--- src/include/scs_consts.svh ---
// register offsets, field positions, reset values and timing constants of the clock select block
`ifndef SCS_CONSTS_SVH
`define SCS_CONSTS_SVH

// ************************************************************
// register byte offsets
// ************************************************************
`define SCS_ADDR_W            8
`define SCS_OFF_INT_OSC       8'h00
`define SCS_OFF_EXT_OSC       8'h04
`define SCS_OFF_CLK_SEL       8'h08
`define SCS_OFF_IRQ_STATUS    8'h0C
`define SCS_OFF_IRQ_CLEAR     8'h10
`define SCS_OFF_IRQ_ENABLE    8'h14
`define SCS_OFF_STATE         8'h18

// ************************************************************
// field positions
// ************************************************************
`define SCS_INT_EN_BIT        7
`define SCS_SEL_BIT           0
`define SCS_MODE_LSB          4
`define SCS_MODE_MSB          6
`define SCS_FREQ_LSB          0
`define SCS_FREQ_MSB          2
`define SCS_VALID_BIT         7
`define SCS_IRQ_VALID_BIT     0
`define SCS_IRQ_LOST_BIT      1
`define SCS_IRQ_SWITCH_BIT    2
`define SCS_IRQ_W             3

// ************************************************************
// reset values
// ************************************************************
`define SCS_INT_OSC_RST       8'h80
`define SCS_EXT_OSC_RST       8'h00
`define SCS_CLK_SEL_RST       1'b0

// ************************************************************
// timing: settle time of a crystal in microseconds, clock in MHz
// ************************************************************
`define SCS_CRYSTAL_SETTLE_US 1000
`define SCS_CLK_MHZ           250
`define SCS_CRYSTAL_CYCLES    (`SCS_CRYSTAL_SETTLE_US * `SCS_CLK_MHZ)
`define SCS_SYNC_STAGES       2

// axi response codes
`define SCS_RESP_OKAY         2'b00
`define SCS_RESP_SLVERR       2'b10

`endif

--- src/include/scs_pkg.sv ---
// types shared by the clock select block
package scs_pkg;

  // external oscillator mode field, values as software writes them
  typedef enum logic [2:0] {
    SCS_EXT_OFF     = 3'h0,
    SCS_EXT_CMOS    = 3'h2,
    SCS_EXT_RC      = 3'h4,
    SCS_EXT_CAP     = 3'h5,
    SCS_EXT_CRYSTAL = 3'h6,
    SCS_EXT_RESON   = 3'h7
  } scs_ext_mode_t;

  // settle tracker states, gray coded along off, settling, valid
  typedef enum logic [1:0] {
    SCS_ST_OFF      = 2'b00,
    SCS_ST_SETTLING = 2'b01,
    SCS_ST_VALID    = 2'b11
  } scs_settle_state_t;

endpackage : scs_pkg

--- src/include/scs_osc_if.sv ---
// control and status carried between the register core and the settle tracker
`timescale 1ns/100ps
interface scs_osc_if;
  logic                   ext_enable;
  logic                   needs_settle;
  logic                   osc_alive;
  logic                   crystal_valid_flag;
  logic                   valid_rise;
  logic                   valid_lost;

  modport core (
    output ext_enable,
    output needs_settle,
    input  crystal_valid_flag,
    input  valid_rise,
    input  valid_lost
  );

  modport tracker (
    input  ext_enable,
    input  needs_settle,
    input  osc_alive,
    output crystal_valid_flag,
    output valid_rise,
    output valid_lost
  );

  modport pin (
    output osc_alive
  );
endinterface : scs_osc_if

--- src/core/scs_sync.sv ---
// two-stage synchroniser for a level arriving from outside the clock domain
`timescale 1ns/100ps
module scs_sync (
  input  wire logic aclk,
  input  wire logic aresetn,
  input  wire logic ce,
  input  wire logic din,
  output logic      dout
);

  logic meta_ff;
  logic nxt_meta;
  logic sync_ff;
  logic nxt_sync;

  // first stage feeds only the second
  always_comb begin
    nxt_meta = meta_ff;
    nxt_sync = sync_ff;
    if (!aresetn) begin
      nxt_meta = 1'b0;
      nxt_sync = 1'b0;
    end else if (ce) begin
      nxt_meta = din;
      nxt_sync = meta_ff;
    end
  end

  always_ff @(posedge aclk) begin
    meta_ff <= nxt_meta;
    sync_ff <= nxt_sync;
  end

  assign dout = sync_ff;

endmodule : scs_sync

--- src/core/scs_settle.sv ---
// settle tracker for the external oscillator: counts a start-up interval in crystal modes
`timescale 1ns/100ps
`include "scs_consts.svh"
module scs_settle #(
  parameter int unsigned SETTLE_CYCLES = `SCS_CRYSTAL_CYCLES
) (
  input  wire logic  aclk,
  input  wire logic  aresetn,
  input  wire logic  ce,
  scs_osc_if.tracker osc
);

  localparam int CW = $clog2(SETTLE_CYCLES + 1);

  scs_pkg::scs_settle_state_t state_ff;
  scs_pkg::scs_settle_state_t nxt_state;
  logic [CW-1:0]              cnt_ff;
  logic [CW-1:0]              nxt_cnt;
  logic                       rise_ff;
  logic                       nxt_rise;
  logic                       lost_ff;
  logic                       nxt_lost;

  // valid needs the source enabled, oscillating, and in crystal modes a full settle count
  always_comb begin
    nxt_state = state_ff;
    nxt_cnt   = cnt_ff;
    nxt_rise  = 1'b0;
    nxt_lost  = 1'b0;
    if (!aresetn) begin
      nxt_state = scs_pkg::SCS_ST_OFF;
      nxt_cnt   = '0;
    end else if (ce) begin
      case (state_ff)
        scs_pkg::SCS_ST_OFF: begin
          nxt_cnt = '0;
          if (osc.ext_enable && osc.osc_alive) begin
            if (osc.needs_settle) begin
              nxt_state = scs_pkg::SCS_ST_SETTLING;
            end else begin
              nxt_state = scs_pkg::SCS_ST_VALID;     // rc and capacitor usable at once
              nxt_rise  = 1'b1;
            end
          end
        end
        scs_pkg::SCS_ST_SETTLING: begin
          if (!osc.ext_enable || !osc.osc_alive) begin
            nxt_state = scs_pkg::SCS_ST_OFF;
          end else if (!osc.needs_settle || cnt_ff == CW'(SETTLE_CYCLES - 1)) begin
            nxt_state = scs_pkg::SCS_ST_VALID;       // settled, flag set
            nxt_rise  = 1'b1;
          end else begin
            nxt_cnt = cnt_ff + CW'(1);
          end
        end
        scs_pkg::SCS_ST_VALID: begin
          if (!osc.ext_enable || !osc.osc_alive) begin
            nxt_state = scs_pkg::SCS_ST_OFF;         // disabled reads zero
            nxt_lost  = osc.ext_enable;
          end
        end
        default: nxt_state = scs_pkg::SCS_ST_OFF;
      endcase
    end
  end

  always_ff @(posedge aclk) begin
    state_ff <= nxt_state;
    cnt_ff   <= nxt_cnt;
    rise_ff  <= nxt_rise;
    lost_ff  <= nxt_lost;
  end

  assign osc.crystal_valid_flag = (state_ff == scs_pkg::SCS_ST_VALID);
  assign osc.valid_rise         = rise_ff;
  assign osc.valid_lost         = lost_ff;

endmodule : scs_settle

--- src/core/scs_clock_select.sv ---
// system clock source selection with axi4-lite registers
//
// Operation
// - external drives system clock once select is one, and keeps it while internal is off
// - external enable stays on for peripherals anytime
// - switch only to an enabled, settled source
// - internal enable and select take separate writes to separate registers
// - hardware sets crystal valid flag when settled
// - rc and capacitor modes valid at once
`timescale 1ns/100ps
`include "scs_consts.svh"
module scs_clock_select #(
  parameter int unsigned SETTLE_CYCLES = `SCS_CRYSTAL_CYCLES
) (
  input  wire logic        aclk,
  input  wire logic        aresetn,
  input  wire logic        ce,
  // axi4-lite slave
  input  wire logic [7:0]  s_axi_awaddr,
  input  wire logic        s_axi_awvalid,
  output logic             s_axi_awready,
  input  wire logic [31:0] s_axi_wdata,
  input  wire logic [3:0]  s_axi_wstrb,
  input  wire logic        s_axi_wvalid,
  output logic             s_axi_wready,
  output logic [1:0]       s_axi_bresp,
  output logic             s_axi_bvalid,
  input  wire logic        s_axi_bready,
  input  wire logic [7:0]  s_axi_araddr,
  input  wire logic        s_axi_arvalid,
  output logic             s_axi_arready,
  output logic [31:0]      s_axi_rdata,
  output logic [1:0]       s_axi_rresp,
  output logic             s_axi_rvalid,
  input  wire logic        s_axi_rready,
  // oscillator pins and clock control
  input  wire logic        ext_osc_running,
  output logic             int_osc_enable,
  output logic             ext_osc_enable,
  output logic [2:0]       ext_osc_mode,
  output logic [2:0]       external_freq_control_bits,
  output logic             sysclk_use_external,
  output logic             periph_ext_clock_enable,
  output logic             irq
);

  // ************************************************************
  // state
  // ************************************************************
  logic        aw_hold_ff, nxt_aw_hold;
  logic [7:0]  aw_addr_ff, nxt_aw_addr;
  logic        w_hold_ff, nxt_w_hold;
  logic [31:0] w_data_ff, nxt_w_data;
  logic        w_lane_ff, nxt_w_lane;
  logic        bvalid_ff, nxt_bvalid;
  logic [1:0]  bresp_ff, nxt_bresp;
  logic        rvalid_ff, nxt_rvalid;
  logic [31:0] rdata_ff, nxt_rdata;
  logic [1:0]  rresp_ff, nxt_rresp;
  logic [7:0]  int_osc_ff, nxt_int_osc;
  logic [7:0]  ext_osc_ff, nxt_ext_osc;
  logic        clk_sel_ff, nxt_clk_sel;
  logic [`SCS_IRQ_W-1:0] irq_stat_ff, nxt_irq_stat;
  logic [`SCS_IRQ_W-1:0] irq_en_ff, nxt_irq_en;
  logic        irq_ff, nxt_irq;
  logic        use_ext_ff, nxt_use_ext;
  logic        osc_alive_sync;

  scs_osc_if osc ();

  // ************************************************************
  // oscillator pin and settle tracker
  // ************************************************************
  scs_sync u_alive_sync (
    .aclk    (aclk),
    .aresetn (aresetn),
    .ce      (ce),
    .din     (ext_osc_running),
    .dout    (osc_alive_sync)
  );
  assign osc.osc_alive = osc_alive_sync;

  scs_settle #(
    .SETTLE_CYCLES (SETTLE_CYCLES)
  ) u_settle (
    .aclk    (aclk),
    .aresetn (aresetn),
    .ce      (ce),
    .osc     (osc.tracker)
  );

  // mode off disables the external circuit; crystal and resonator need the settle count
  assign osc.ext_enable   = (ext_osc_ff[`SCS_MODE_MSB:`SCS_MODE_LSB] != scs_pkg::SCS_EXT_OFF);
  assign osc.needs_settle = (ext_osc_ff[`SCS_MODE_MSB:`SCS_MODE_LSB] == scs_pkg::SCS_EXT_CRYSTAL) ||
                            (ext_osc_ff[`SCS_MODE_MSB:`SCS_MODE_LSB] == scs_pkg::SCS_EXT_RESON);

  // ************************************************************
  // axi4-lite slave
  // ************************************************************
  logic        wr_fire;
  logic        rd_fire;
  logic [7:0]  wr_addr;
  logic [31:0] wr_data;
  logic        wr_lane;
  logic        wr_hit;
  logic        rd_hit;
  logic [31:0] rd_word;

  // address and data are taken in either order; the write commits once both are held or offered
  assign wr_addr = aw_hold_ff ? aw_addr_ff : s_axi_awaddr;
  assign wr_data = w_hold_ff ? w_data_ff : s_axi_wdata;
  assign wr_lane = w_hold_ff ? w_lane_ff : s_axi_wstrb[0];
  assign wr_fire = ce && !bvalid_ff && (aw_hold_ff || s_axi_awvalid) && (w_hold_ff || s_axi_wvalid);
  assign rd_fire = ce && !rvalid_ff && s_axi_arvalid;

  always_comb begin
    wr_hit = 1'b1;
    case (wr_addr)
      `SCS_OFF_INT_OSC, `SCS_OFF_EXT_OSC, `SCS_OFF_CLK_SEL,
      `SCS_OFF_IRQ_CLEAR, `SCS_OFF_IRQ_ENABLE: wr_hit = 1'b1;
      default: wr_hit = 1'b0;
    endcase
  end

  // read mux: the valid flag is folded in from hardware, never stored
  always_comb begin
    rd_word = 32'h0000_0000;
    rd_hit  = 1'b1;
    case (s_axi_araddr)
      `SCS_OFF_INT_OSC:    rd_word[7:0] = int_osc_ff;
      `SCS_OFF_EXT_OSC: begin
        rd_word[7:0] = ext_osc_ff;
        rd_word[`SCS_VALID_BIT] = osc.crystal_valid_flag;
      end
      `SCS_OFF_CLK_SEL:    rd_word[`SCS_SEL_BIT] = clk_sel_ff;
      `SCS_OFF_IRQ_STATUS: rd_word[`SCS_IRQ_W-1:0] = irq_stat_ff;
      `SCS_OFF_IRQ_CLEAR:  rd_word = 32'h0000_0000;             // write-only
      `SCS_OFF_IRQ_ENABLE: rd_word[`SCS_IRQ_W-1:0] = irq_en_ff;
      `SCS_OFF_STATE: begin
        rd_word[0] = use_ext_ff;
        rd_word[1] = osc.ext_enable;
        rd_word[2] = int_osc_ff[`SCS_INT_EN_BIT];
      end
      default: rd_hit = 1'b0;
    endcase
  end

  // bus handshake registers
  always_comb begin
    nxt_aw_hold = aw_hold_ff;
    nxt_aw_addr = aw_addr_ff;
    nxt_w_hold  = w_hold_ff;
    nxt_w_data  = w_data_ff;
    nxt_w_lane  = w_lane_ff;
    nxt_bvalid  = bvalid_ff;
    nxt_bresp   = bresp_ff;
    nxt_rvalid  = rvalid_ff;
    nxt_rdata   = rdata_ff;
    nxt_rresp   = rresp_ff;
    if (!aresetn) begin
      nxt_aw_hold = 1'b0;
      nxt_aw_addr = 8'h00;
      nxt_w_hold  = 1'b0;
      nxt_w_data  = 32'h0000_0000;
      nxt_w_lane  = 1'b0;
      nxt_bvalid  = 1'b0;
      nxt_bresp   = `SCS_RESP_OKAY;
      nxt_rvalid  = 1'b0;
      nxt_rdata   = 32'h0000_0000;
      nxt_rresp   = `SCS_RESP_OKAY;
    end else if (ce) begin
      if (s_axi_awvalid && s_axi_awready) begin
        nxt_aw_hold = 1'b1;
        nxt_aw_addr = s_axi_awaddr;
      end
      if (s_axi_wvalid && s_axi_wready) begin
        nxt_w_hold = 1'b1;
        nxt_w_data = s_axi_wdata;
        nxt_w_lane = s_axi_wstrb[0];
      end
      if (wr_fire) begin
        nxt_aw_hold = 1'b0;
        nxt_w_hold  = 1'b0;
        nxt_bvalid  = 1'b1;
        nxt_bresp   = wr_hit ? `SCS_RESP_OKAY : `SCS_RESP_SLVERR;
      end else if (bvalid_ff && s_axi_bready) begin
        nxt_bvalid = 1'b0;
      end
      if (rd_fire) begin
        nxt_rvalid = 1'b1;
        nxt_rdata  = rd_word;
        nxt_rresp  = rd_hit ? `SCS_RESP_OKAY : `SCS_RESP_SLVERR;
      end else if (rvalid_ff && s_axi_rready) begin
        nxt_rvalid = 1'b0;
      end
    end
  end

  always_ff @(posedge aclk) begin
    aw_hold_ff <= nxt_aw_hold;
    aw_addr_ff <= nxt_aw_addr;
    w_hold_ff  <= nxt_w_hold;
    w_data_ff  <= nxt_w_data;
    w_lane_ff  <= nxt_w_lane;
    bvalid_ff  <= nxt_bvalid;
    bresp_ff   <= nxt_bresp;
    rvalid_ff  <= nxt_rvalid;
    rdata_ff   <= nxt_rdata;
    rresp_ff   <= nxt_rresp;
  end

  // ready is only offered when the slot is free and no response is pending
  assign s_axi_awready = aresetn && ce && !aw_hold_ff && !bvalid_ff;
  assign s_axi_wready  = aresetn && ce && !w_hold_ff && !bvalid_ff;
  assign s_axi_arready = aresetn && ce && !rvalid_ff;
  assign s_axi_bvalid  = bvalid_ff;
  assign s_axi_bresp   = bresp_ff;
  assign s_axi_rvalid  = rvalid_ff;
  assign s_axi_rdata   = rdata_ff;
  assign s_axi_rresp   = rresp_ff;

  // ************************************************************
  // control registers, clock steering and interrupts
  // ************************************************************
  logic [`SCS_IRQ_W-1:0] irq_events;
  logic                  switch_event;

  // a completed switch of the system clock source is reported as an event
  assign switch_event = (nxt_use_ext != use_ext_ff) && aresetn && ce;
  assign irq_events   = {switch_event, osc.valid_lost, osc.valid_rise};

  always_comb begin
    nxt_int_osc  = int_osc_ff;
    nxt_ext_osc  = ext_osc_ff;
    nxt_clk_sel  = clk_sel_ff;
    nxt_irq_stat = irq_stat_ff;
    nxt_irq_en   = irq_en_ff;
    nxt_irq      = irq_ff;
    if (!aresetn) begin
      nxt_int_osc  = `SCS_INT_OSC_RST;
      nxt_ext_osc  = `SCS_EXT_OSC_RST;
      nxt_clk_sel  = `SCS_CLK_SEL_RST;
      nxt_irq_stat = '0;
      nxt_irq_en   = '0;
      nxt_irq      = 1'b0;
    end else if (ce) begin
      if (wr_fire && wr_lane) begin
        case (wr_addr)
          // internal enable in bit seven lands one cycle after the write
          `SCS_OFF_INT_OSC:    nxt_int_osc = wr_data[7:0];
          // mode and frequency as software programs them, valid bit not writable
          `SCS_OFF_EXT_OSC:    nxt_ext_osc = {1'b0, wr_data[6:0]};
          `SCS_OFF_CLK_SEL:    nxt_clk_sel = wr_data[`SCS_SEL_BIT];
          `SCS_OFF_IRQ_CLEAR:  nxt_irq_stat = irq_stat_ff & ~wr_data[`SCS_IRQ_W-1:0];
          `SCS_OFF_IRQ_ENABLE: nxt_irq_en = wr_data[`SCS_IRQ_W-1:0];
          default: ;
        endcase
      end
      // set wins over a clear in the same cycle
      nxt_irq_stat = nxt_irq_stat | irq_events;
      nxt_irq      = |(irq_stat_ff & irq_en_ff);
    end
  end

  // steering apart, so the switch event may read its next value
  always_comb begin
    nxt_use_ext = use_ext_ff;
    if (!aresetn) begin
      nxt_use_ext = 1'b0;
    end else if (ce) begin
      // the switch only follows when the newly chosen source is running and settled
      if (clk_sel_ff && osc.crystal_valid_flag) begin
        nxt_use_ext = 1'b1;
      end else if (!clk_sel_ff && int_osc_ff[`SCS_INT_EN_BIT]) begin
        nxt_use_ext = 1'b0;
      end else if (use_ext_ff && !osc.crystal_valid_flag && int_osc_ff[`SCS_INT_EN_BIT]) begin
        nxt_use_ext = 1'b0;                                     // fall back if external dies
      end
    end
  end

  always_ff @(posedge aclk) begin
    int_osc_ff  <= nxt_int_osc;
    ext_osc_ff  <= nxt_ext_osc;
    clk_sel_ff  <= nxt_clk_sel;
    irq_stat_ff <= nxt_irq_stat;
    irq_en_ff   <= nxt_irq_en;
    irq_ff      <= nxt_irq;
    use_ext_ff  <= nxt_use_ext;
  end

  // outputs straight from registers
  assign int_osc_enable             = int_osc_ff[`SCS_INT_EN_BIT];
  assign ext_osc_enable             = ext_osc_ff[`SCS_MODE_MSB:`SCS_MODE_LSB] != 3'h0;
  assign ext_osc_mode               = ext_osc_ff[`SCS_MODE_MSB:`SCS_MODE_LSB];
  assign external_freq_control_bits = ext_osc_ff[`SCS_FREQ_MSB:`SCS_FREQ_LSB];
  assign sysclk_use_external        = use_ext_ff;
  assign periph_ext_clock_enable    = osc.crystal_valid_flag;   // independent of select
  assign irq                        = irq_ff;

endmodule : scs_clock_select

--- config.mk ---
export PLATFORM = sky130hd
export DESIGN_NAME = scs_clock_select
export DESIGN_NICKNAME = d
export VERILOG_FILES = /design/src/include/scs_pkg.sv /design/src/include/scs_osc_if.sv /design/src/core/scs_sync.sv /design/src/core/scs_settle.sv /design/src/core/scs_clock_select.sv
export VERILOG_INCLUDE_DIRS = /design/src /design/src/include
export SDC_FILE = /design/constraint.sdc
export NUM_CORES = 1
export LEC_CHECK = 0
export BUFFER_PORTS_ARGS = -buffer_cell sky130_fd_sc_hd__buf_4
export CELL_PAD_IN_SITES_DETAIL_PLACEMENT = 1
export CELL_PAD_IN_SITES_GLOBAL_PLACEMENT = 1
export CORE_ASPECT_RATIO = 1.25
export CORE_MARGIN = 2
export CORE_UTILIZATION = 38
export DETAILED_ROUTE_END_ITERATION = 6
export PLACE_DENSITY = 0.77
export REMOVE_ABC_BUFFERS = 1
export SETUP_SLACK_MARGIN = 0.15
export SYNTH_ARGS = -nofsm -noshare
export SYNTH_HDL_FRONTEND = slang
export SYNTH_SLANG_ARGS = --single-unit
--- constraint.sdc ---
create_clock -name aclk -period 2.6 [get_ports aclk]
set_input_delay 0.26 -clock aclk [delete_from_list [all_inputs] [get_ports aclk]]
set_output_delay 0.26 -clock aclk [all_outputs]
set_load 0.05 [all_outputs]
==> results of run 1 <==
[cell usage in the layout, fill, tap and decap left out, types with 2 or more instances in the layout]
master | synthesis | final
dfxtp_1 | 79 | 79
buf_4 | 35 | 67
nand2_1 | 64 | 64
nand3_1 | 36 | 36
mux2i_1 | 30 | 30
conb_1 | 1 | 26
nor2_1 | 21 | 21
a21boi_0 | 18 | 18
o21ai_0 | 15 | 15
a21oi_1 | 15 | 15
mux2_2 | 10 | 10
nor2b_1 | 9 | 9
xnor2_1 | 9 | 9
clkbuf_16 | 0 | 9
and2_1 | 8 | 8
inv_1 | 7 | 7
or3_1 | 6 | 6
nor4_1 | 6 | 6
o21ai_1 | 5 | 5
nor3_1 | 5 | 5
or4_1 | 4 | 4
nand4_1 | 4 | 4
nand2b_1 | 3 | 3
a32o_1 | 3 | 3
o31ai_1 | 3 | 3
bufinv_16 | 0 | 3
nand3b_1 | 2 | 2
or4b_1 | 2 | 2
a222oi_1 | 2 | 2
a22oi_1 | 2 | 2
and3_1 | 2 | 2
o211ai_1 | 2 | 2
xor2_1 | 2 | 2
o2111a_1 | 2 | 2
clkbuf_1 | 17 | 2
[synthesized netlist by cell type (5+ instances only)]
master and count:
nor3_1 5, nor2_1 21, buf_4 35, nor2b_1 9
mux2i_1 30, nor4_1 6, clkbuf_1 17, o21ai_0 15
nand2_1 64, and2_1 8, a21oi_1 15, o21ai_1 5
or3_1 6, a21boi_0 18, xnor2_1 9, nand3_1 36
inv_1 7, mux2_2 10, dfxtp_1 79
[final cells by class]
cell class,instances,area (µm²),area share
Clock buffer,11,233,0.0489
Clock inverter,4,95.1,0.0200
Inverter,7,26.3,0.00552
Multi-Input combinational cell,346,2160,0.453
Sequential cell,79,1580,0.332
Tap cell,129,161,0.0339
Timing Repair Buffer,67,503,0.106
[worst max path at each step]
stage / startpoint / end / cells after the start
after floorplan: s_axi_bvalid / w_data_ff[0] / 5
after global placement: aw_hold_ff / int_osc_ff[5] / 5
after detailed placement: aw_hold_ff / int_osc_ff[4] / 5
after CTS: aw_hold_ff / int_osc_ff[6] / 5
after global routing: aw_hold_ff / irq_en_ff[0] / 5
final: aw_hold_ff / int_osc_ff[6] / 5
[metal layers]
metal  track usage  wire length [µm]  vias to the layer above
li1              -                 -                     1684
met1         0.227              4470                     1698
met2         0.350              5660                       61
met3        0.0395               321                       27
met4        0.0848               294                        0
met5             0                 0                        -
[tightest hold or removal path: cells and delay by family]
kind                   cells  cell delay (ns)
buffers and inverters      1             0.11
and+or+nand+nor            1             0.05
AOI/OAI and AO/OA          1             0.07
[state kept, by name (all words and copies together), names as in the netlist]
name	flops
u_settle.cnt_ff	18
u_settle.state_ff	2
clk_sel_ff	1
s_axi_bresp	1
u_alive_sync.meta_ff	1
s_axi_rdata	8
w_data_ff	8
u_alive_sync.dout	1
s_axi_rresp	1
sysclk_use_external	1
aw_hold_ff	1
int_osc_ff	8
u_settle.osc.valid_rise	1
u_settle.osc.valid_lost	1
ext_osc_ff	7
w_hold_ff	1
irq_stat_ff	3
irq_en_ff	3
s_axi_bvalid	1
s_axi_rvalid	1
irq	1
aw_addr_ff	8
w_lane_ff	1
[cells by family after synthesis]
| family | Yosys count | share of synthesized area |
|---|---|---|
| AND/OR/NAND/NOR | 185 | 0.240 |
| AO/OA/AOI/OAI | 83 | 0.144 |
| flip-flops | 79 | 0.395 |
| buffers and inverters | 61 | 0.0900 |
| multiplexers | 40 | 0.103 |
| XOR/XNOR | 11 | 0.0241 |
| adder cells (fa/ha/maj) | 1 | 0.00312 |
| other | 1 | 0.000937 |
[through the flow]
step | setup WS, ns | power [W] | hold slack (ns)
finish | 0.378 | 0.00302 | 0.198
global route | 0.218 | 0.00311 | 0.216
CTS | 0.272 | 0.00303 | 0.196
detailed placement | 0.282 | 0.00161 | 0.436
global placement | 0.318 | 0.00160 | 0.430
floorplan | 0.185 | 0.00148 | 0.322
[power groups by stage]
stage | clock, W | sequential [W] | combinational [W]
2_1_floorplan | 0 | 0.00129 | 0.000191
3_3_place_gp | 0 | 0.00127 | 0.000327
3_5_place_dp | 0 | 0.00127 | 0.000334
4_1_cts | 0.00145 | 0.00125 | 0.000336
5_1_grt | 0.00151 | 0.00125 | 0.000360
6_report | 0.00144 | 0.00125 | 0.000334
==> metrics, run 1 <==
crit start category=register; Switching Fraction=0.251; maximum clock path buffer count=2; DIE HEIGHT=between 100 and 150 µm; GRT Resource Usage Total=0.199; clock tree sinks=79; Post-Syn Area=around 4000 µm²; Antenna Nets Post-Route=0; power density over cell area=634 nW/µm²; Reg power frac=0.413; Placed Instance Area=4430 µm²; total detailed-routing wirelength=10700 µm; Slew HR=0.203; Cell Rows=41; peak supply drop=between 200 and 300 µV; Layout area overhead=18.8%; global-route wire length before repair=17700 µm; R2R Setup Slk=0.38 ns; minimum clock period=2.22 ns; post-CTS sizing=0; Data required, critical path=2.87 ns; Inserted Clock Buffers=9; fraction of layout cells with a size suffix above 1=0.198; post-synth cell types=63; Filler cells=about 1200; # hold bufs at CTS=0; crit path DAT=~2.5 ns; hold depth=3; Final Util=0.468; initial DRC count=123; Die X=95.8 µm; Setup CP Type=register to register; Clk Latency, worst-skew pair=0.34 ns; top cell type's share of synthesized area=0.395; Worst Path Max Fanout=11; CTS tree=yes; fin nets=~570; fin cells=around 640; Final Hold Fails=0; Setup Buffers After CTS=0; Syn Inst Count=461; Async SR Flop Fraction=0; RR Endpoint=int_osc_ff[6]; ANT cells=0; fin area=~4800 µm²; vias in the first global route=3654; leakage=around 1.7 nW; Final Cycle Share=0.855; actual slew at the worst max-slew pin=1.19 ns; Root Driver=clkbuf_16; main flop type after synthesis=dfxtp_1; Routed WL per cell=16.7 µm; register bit total from synthesis=79; Clk pwr share=0.476; Syn Area/Cell=about 8.7 µm²; Critical Path, Cell by Cell=or4b_1, a211oi_2, and4b_2, buf_4, mux2i_1; largest net degree at the start of global routing=between 60 and 70; GPL Wtd Cong=slightly below 0.8; DR vias=about 3500; Worst Min Path Start=s_axi_awaddr[6]; Port Buffers=slightly below 60; setup violators final=0; cell-internal power=approximately 0.0023 W; Final Skew=0.00586 ns; initial antenna violation count=0; Setup crit end kind=register; Yosys top cell by area=dfxtp_1; Area contributors post-synth=dfxtp_1 40%, mux2i_1 7.5%, buf_4 6.6%, nand2_1 6.0%, nand3_1 4.5%; H-Tree Depth=3; Worst-path clk slew=around 0.06 ns; FF-to-FF path depth=5; sw power=0.000757 W; # placed instances=628; TritonRoute pass-1 iters=5; DRC viols=0; worst hold path class=input pin to register; Core Region=10200 µm²; synthesis warning total=0; critical path's top delay family=simple AND/OR/NAND/NOR gates; detailed placement HPWL=around 7900 µm; max cap viols=0; grt ovf=0; DR vias/cell=approximately 5.4; slowest stage delay, CP=0.56 ns; WP buf/inv=1; Initial Utilization=0.394; Seq/Total Area, Yosys=0.395; number of enable flip-flop cells after synthesis=0; endpoint of the worst hold path=aw_addr_ff[6]; Fmax=450 MHz; TNS Setup=0 ns; R2R Path Start=aw_hold_ff; Die Footprint=11400 µm²; slowest cell on the critical path=dfxtp_1; Max Slew Vio Count=0; combinational power share=0.111; I/O Pins=113; RSZ-0062 raised after global routing=false; status=completed
(Power assumes the default switching activity.)
==> inputs of run 2 (changes only) <==
CORE_MARGIN = not set   (was 2)
clock period = 2.26 ns   (was 2.6 ns; I/O delays follow)
==> run 2 against run 1 <==
Non-clock buffer count increased by 9. Register-to-register slack got worse by 0.21 ns. Flip-flop and latch count unchanged. First-iteration DRC count decreased by 11%. Routed wire length decreased by 1.2%. Sequential share of layout area decreased by 0.48 points. Clock skew about the same. Global-route usage increased by 0.098 points. Critical path type unchanged.
==> metrics, run 2 (synthesis gave the netlist of run 1 again) <==
global-route wire length before repair=17000 µm (-3.9%); worst hold path class=input pin to register; crit start category=register; Clk Latency, worst-skew pair=0.33 ns (about the same); Port Buffers=59 (unchanged); Worst Path Max Fanout=4 (-7); DR vias/cell=5.27 (-2.3%); hold_ws=0.153 ns (-0.0458 ns); Inserted Clock Buffers=9 (unchanged); Top reg by flops=u_settle.cnt_ff; Max Slew Vio Count=0 (unchanged); GRT Resource Usage Total=0.200 (+0.000975); detailed placement HPWL=7820 µm (-0.84%); Setup CP Type=register to register; Final Skew=0.00599 ns (+0.000130 ns); max cap viols=0 (unchanged); Data required, critical path=2.52 ns (-0.35 ns); Routed WL per cell=16.2 µm (-2.7%); total detailed-routing wirelength=10600 µm (-1.2%); Critical Path, Cell by Cell=or4_1, a211oi_2, nor3b_4, and2b_2, mux2i_1; initial antenna violation count=0 (unchanged); setup violators final=0 (unchanged); DIE HEIGHT=117 µm (-1.7%); # hold bufs at CTS=0 (unchanged); I/O Pins=113 (unchanged); minimum clock period=2.09 ns (-0.129 ns); initial DRC count=109 (-11%); Initial Utilization=0.394 (unchanged); vias in the first global route=3494 (-4.4%); Core Region=10200 µm² (unchanged); Final Hold Fails=0 (unchanged); TritonRoute pass-1 iters=4 (-1); fin area=4830 µm² (+1.6%); peak supply drop=352 µV (+25%); Placed Instance Area=4480 µm² (+1.2%); most frequent cells in the layout=78 x dfxtp_1, 75 x buf_4, 64 x nand2_1, 36 x nand3_1, 30 x mux2i_1; DRC viols=0 (unchanged); Worst-path clk slew=0.06 ns (about the same); GPL Wtd Cong=0.805 (+3.6%); Antenna Nets Post-Route=0 (unchanged); Slew HR=0.567 (+0.365); fraction of layout cells with a size suffix above 1=0.218 (+0.0191); RSZ-0062 raised after global routing=true; Die Footprint=11000 µm² (-3.7%); most common cell after layout, fill and taps aside=dfxtp_1; Layout area overhead=20.7%; leakage=1.79 nW (+2.3%); slowest stage delay, CP=0.51 ns (-0.05 ns); fin nets=581 (+1.6%); Cell Rows=41 (unchanged); crit path DAT=2.36 ns (-0.13 ns); largest net degree at the start of global routing=39 (-38%); H-Tree Depth=3 (unchanged); DR vias=3443 (-0.78%); Setup crit end kind=register; clock tree sinks=79 (unchanged); Fmax=478 MHz (+6.2%); CTS tree=yes; Die X=93.8 µm (-2.1%); grt ovf=0 (unchanged); Final Cycle Share=0.926 (+0.0715); power density over cell area=689 nW/µm² (+8.7%); ANT cells=0 (unchanged); status=completed; actual slew at the worst max-slew pin=0.646 ns (-0.542 ns); Root Driver=clkbuf_16; slowest cell on the critical path=or4_1; max FFs per register=18 (unchanged); maximum clock path buffer count=2 (unchanged)
## run 2: final cells by class
type,count,area (µm²)
sequential,79,1580
tap,129,161
clock inverter,2,37.5
inverter,7,26.3
clock buffer,14,274
fill,1215,5330
multi-input combinational,346,2170
timing repair buffer,76,583
## run 2: worst paths after layout
check                               start              endpoint  slack (ns)  cells past startpoint
setup / recovery               aw_hold_ff          irq_en_ff[0]        0.17                      5
hold / removal            ext_osc_running  u_alive_sync.meta_ff        0.15                      3
setup reg to reg               aw_hold_ff          irq_en_ff[0]        0.17                      5
hold reg to reg   u_settle.osc.valid_lost        irq_stat_ff[1]        0.45                      1
## run 2: repair_timing
| action | in CTS | in global routing |
|---|---|---|
| setup buffers | 0 | 2 |
| gates resized for setup | 0 | 4 |
| setup endpoints to repair | 0 | 14 |
## run 2: layer usage
metal | part of all wire | GRT usage | routed length (µm) | vias to the layer above
li1 | - | - | - | 1693
met1 | 0.42 | 0.228 | 4430 | 1681
met2 | 0.53 | 0.364 | 5660 | 57
met3 | 0.032 | 0.0423 | 343 | 12
met4 | 0.016 | 0.0738 | 172 | 0
met5 | 0 | 0 | 0 | -
## run 2: worst max-delay path, delay by kind of cell (launching register included)
kind	cells	cell delay [ns]
multiplexers	1	0.20
AO/OA/AOI/OAI	1	0.41
AND/OR/NAND/NOR	3	1.09
flip-flops	1	0.32
## run 2: power by group
group	internal [W]	total [W]	switching [W]	leakage (nW)
clock	0.000947	0.00150	0.000556	0.149
sequential	0.00141	0.00143	0.0000169	0.639
combinational	0.000121	0.000396	0.000275	1.00
## run 2: stage by stage
step	power [W]	TNS (ns)	std cells	util	setup slack (ns)
finish	0.00333	0	653	0.476	0.167
detailed placement	0.00185	0	635	0.441	0.163
floorplan	0.00170	-2.09	432	-	-0.155
global route	0.00346	0	653	0.476	0.0390
global placement	0.00185	0	635	0.441	0.197
CTS	0.00336	0	651	0.472	0.185
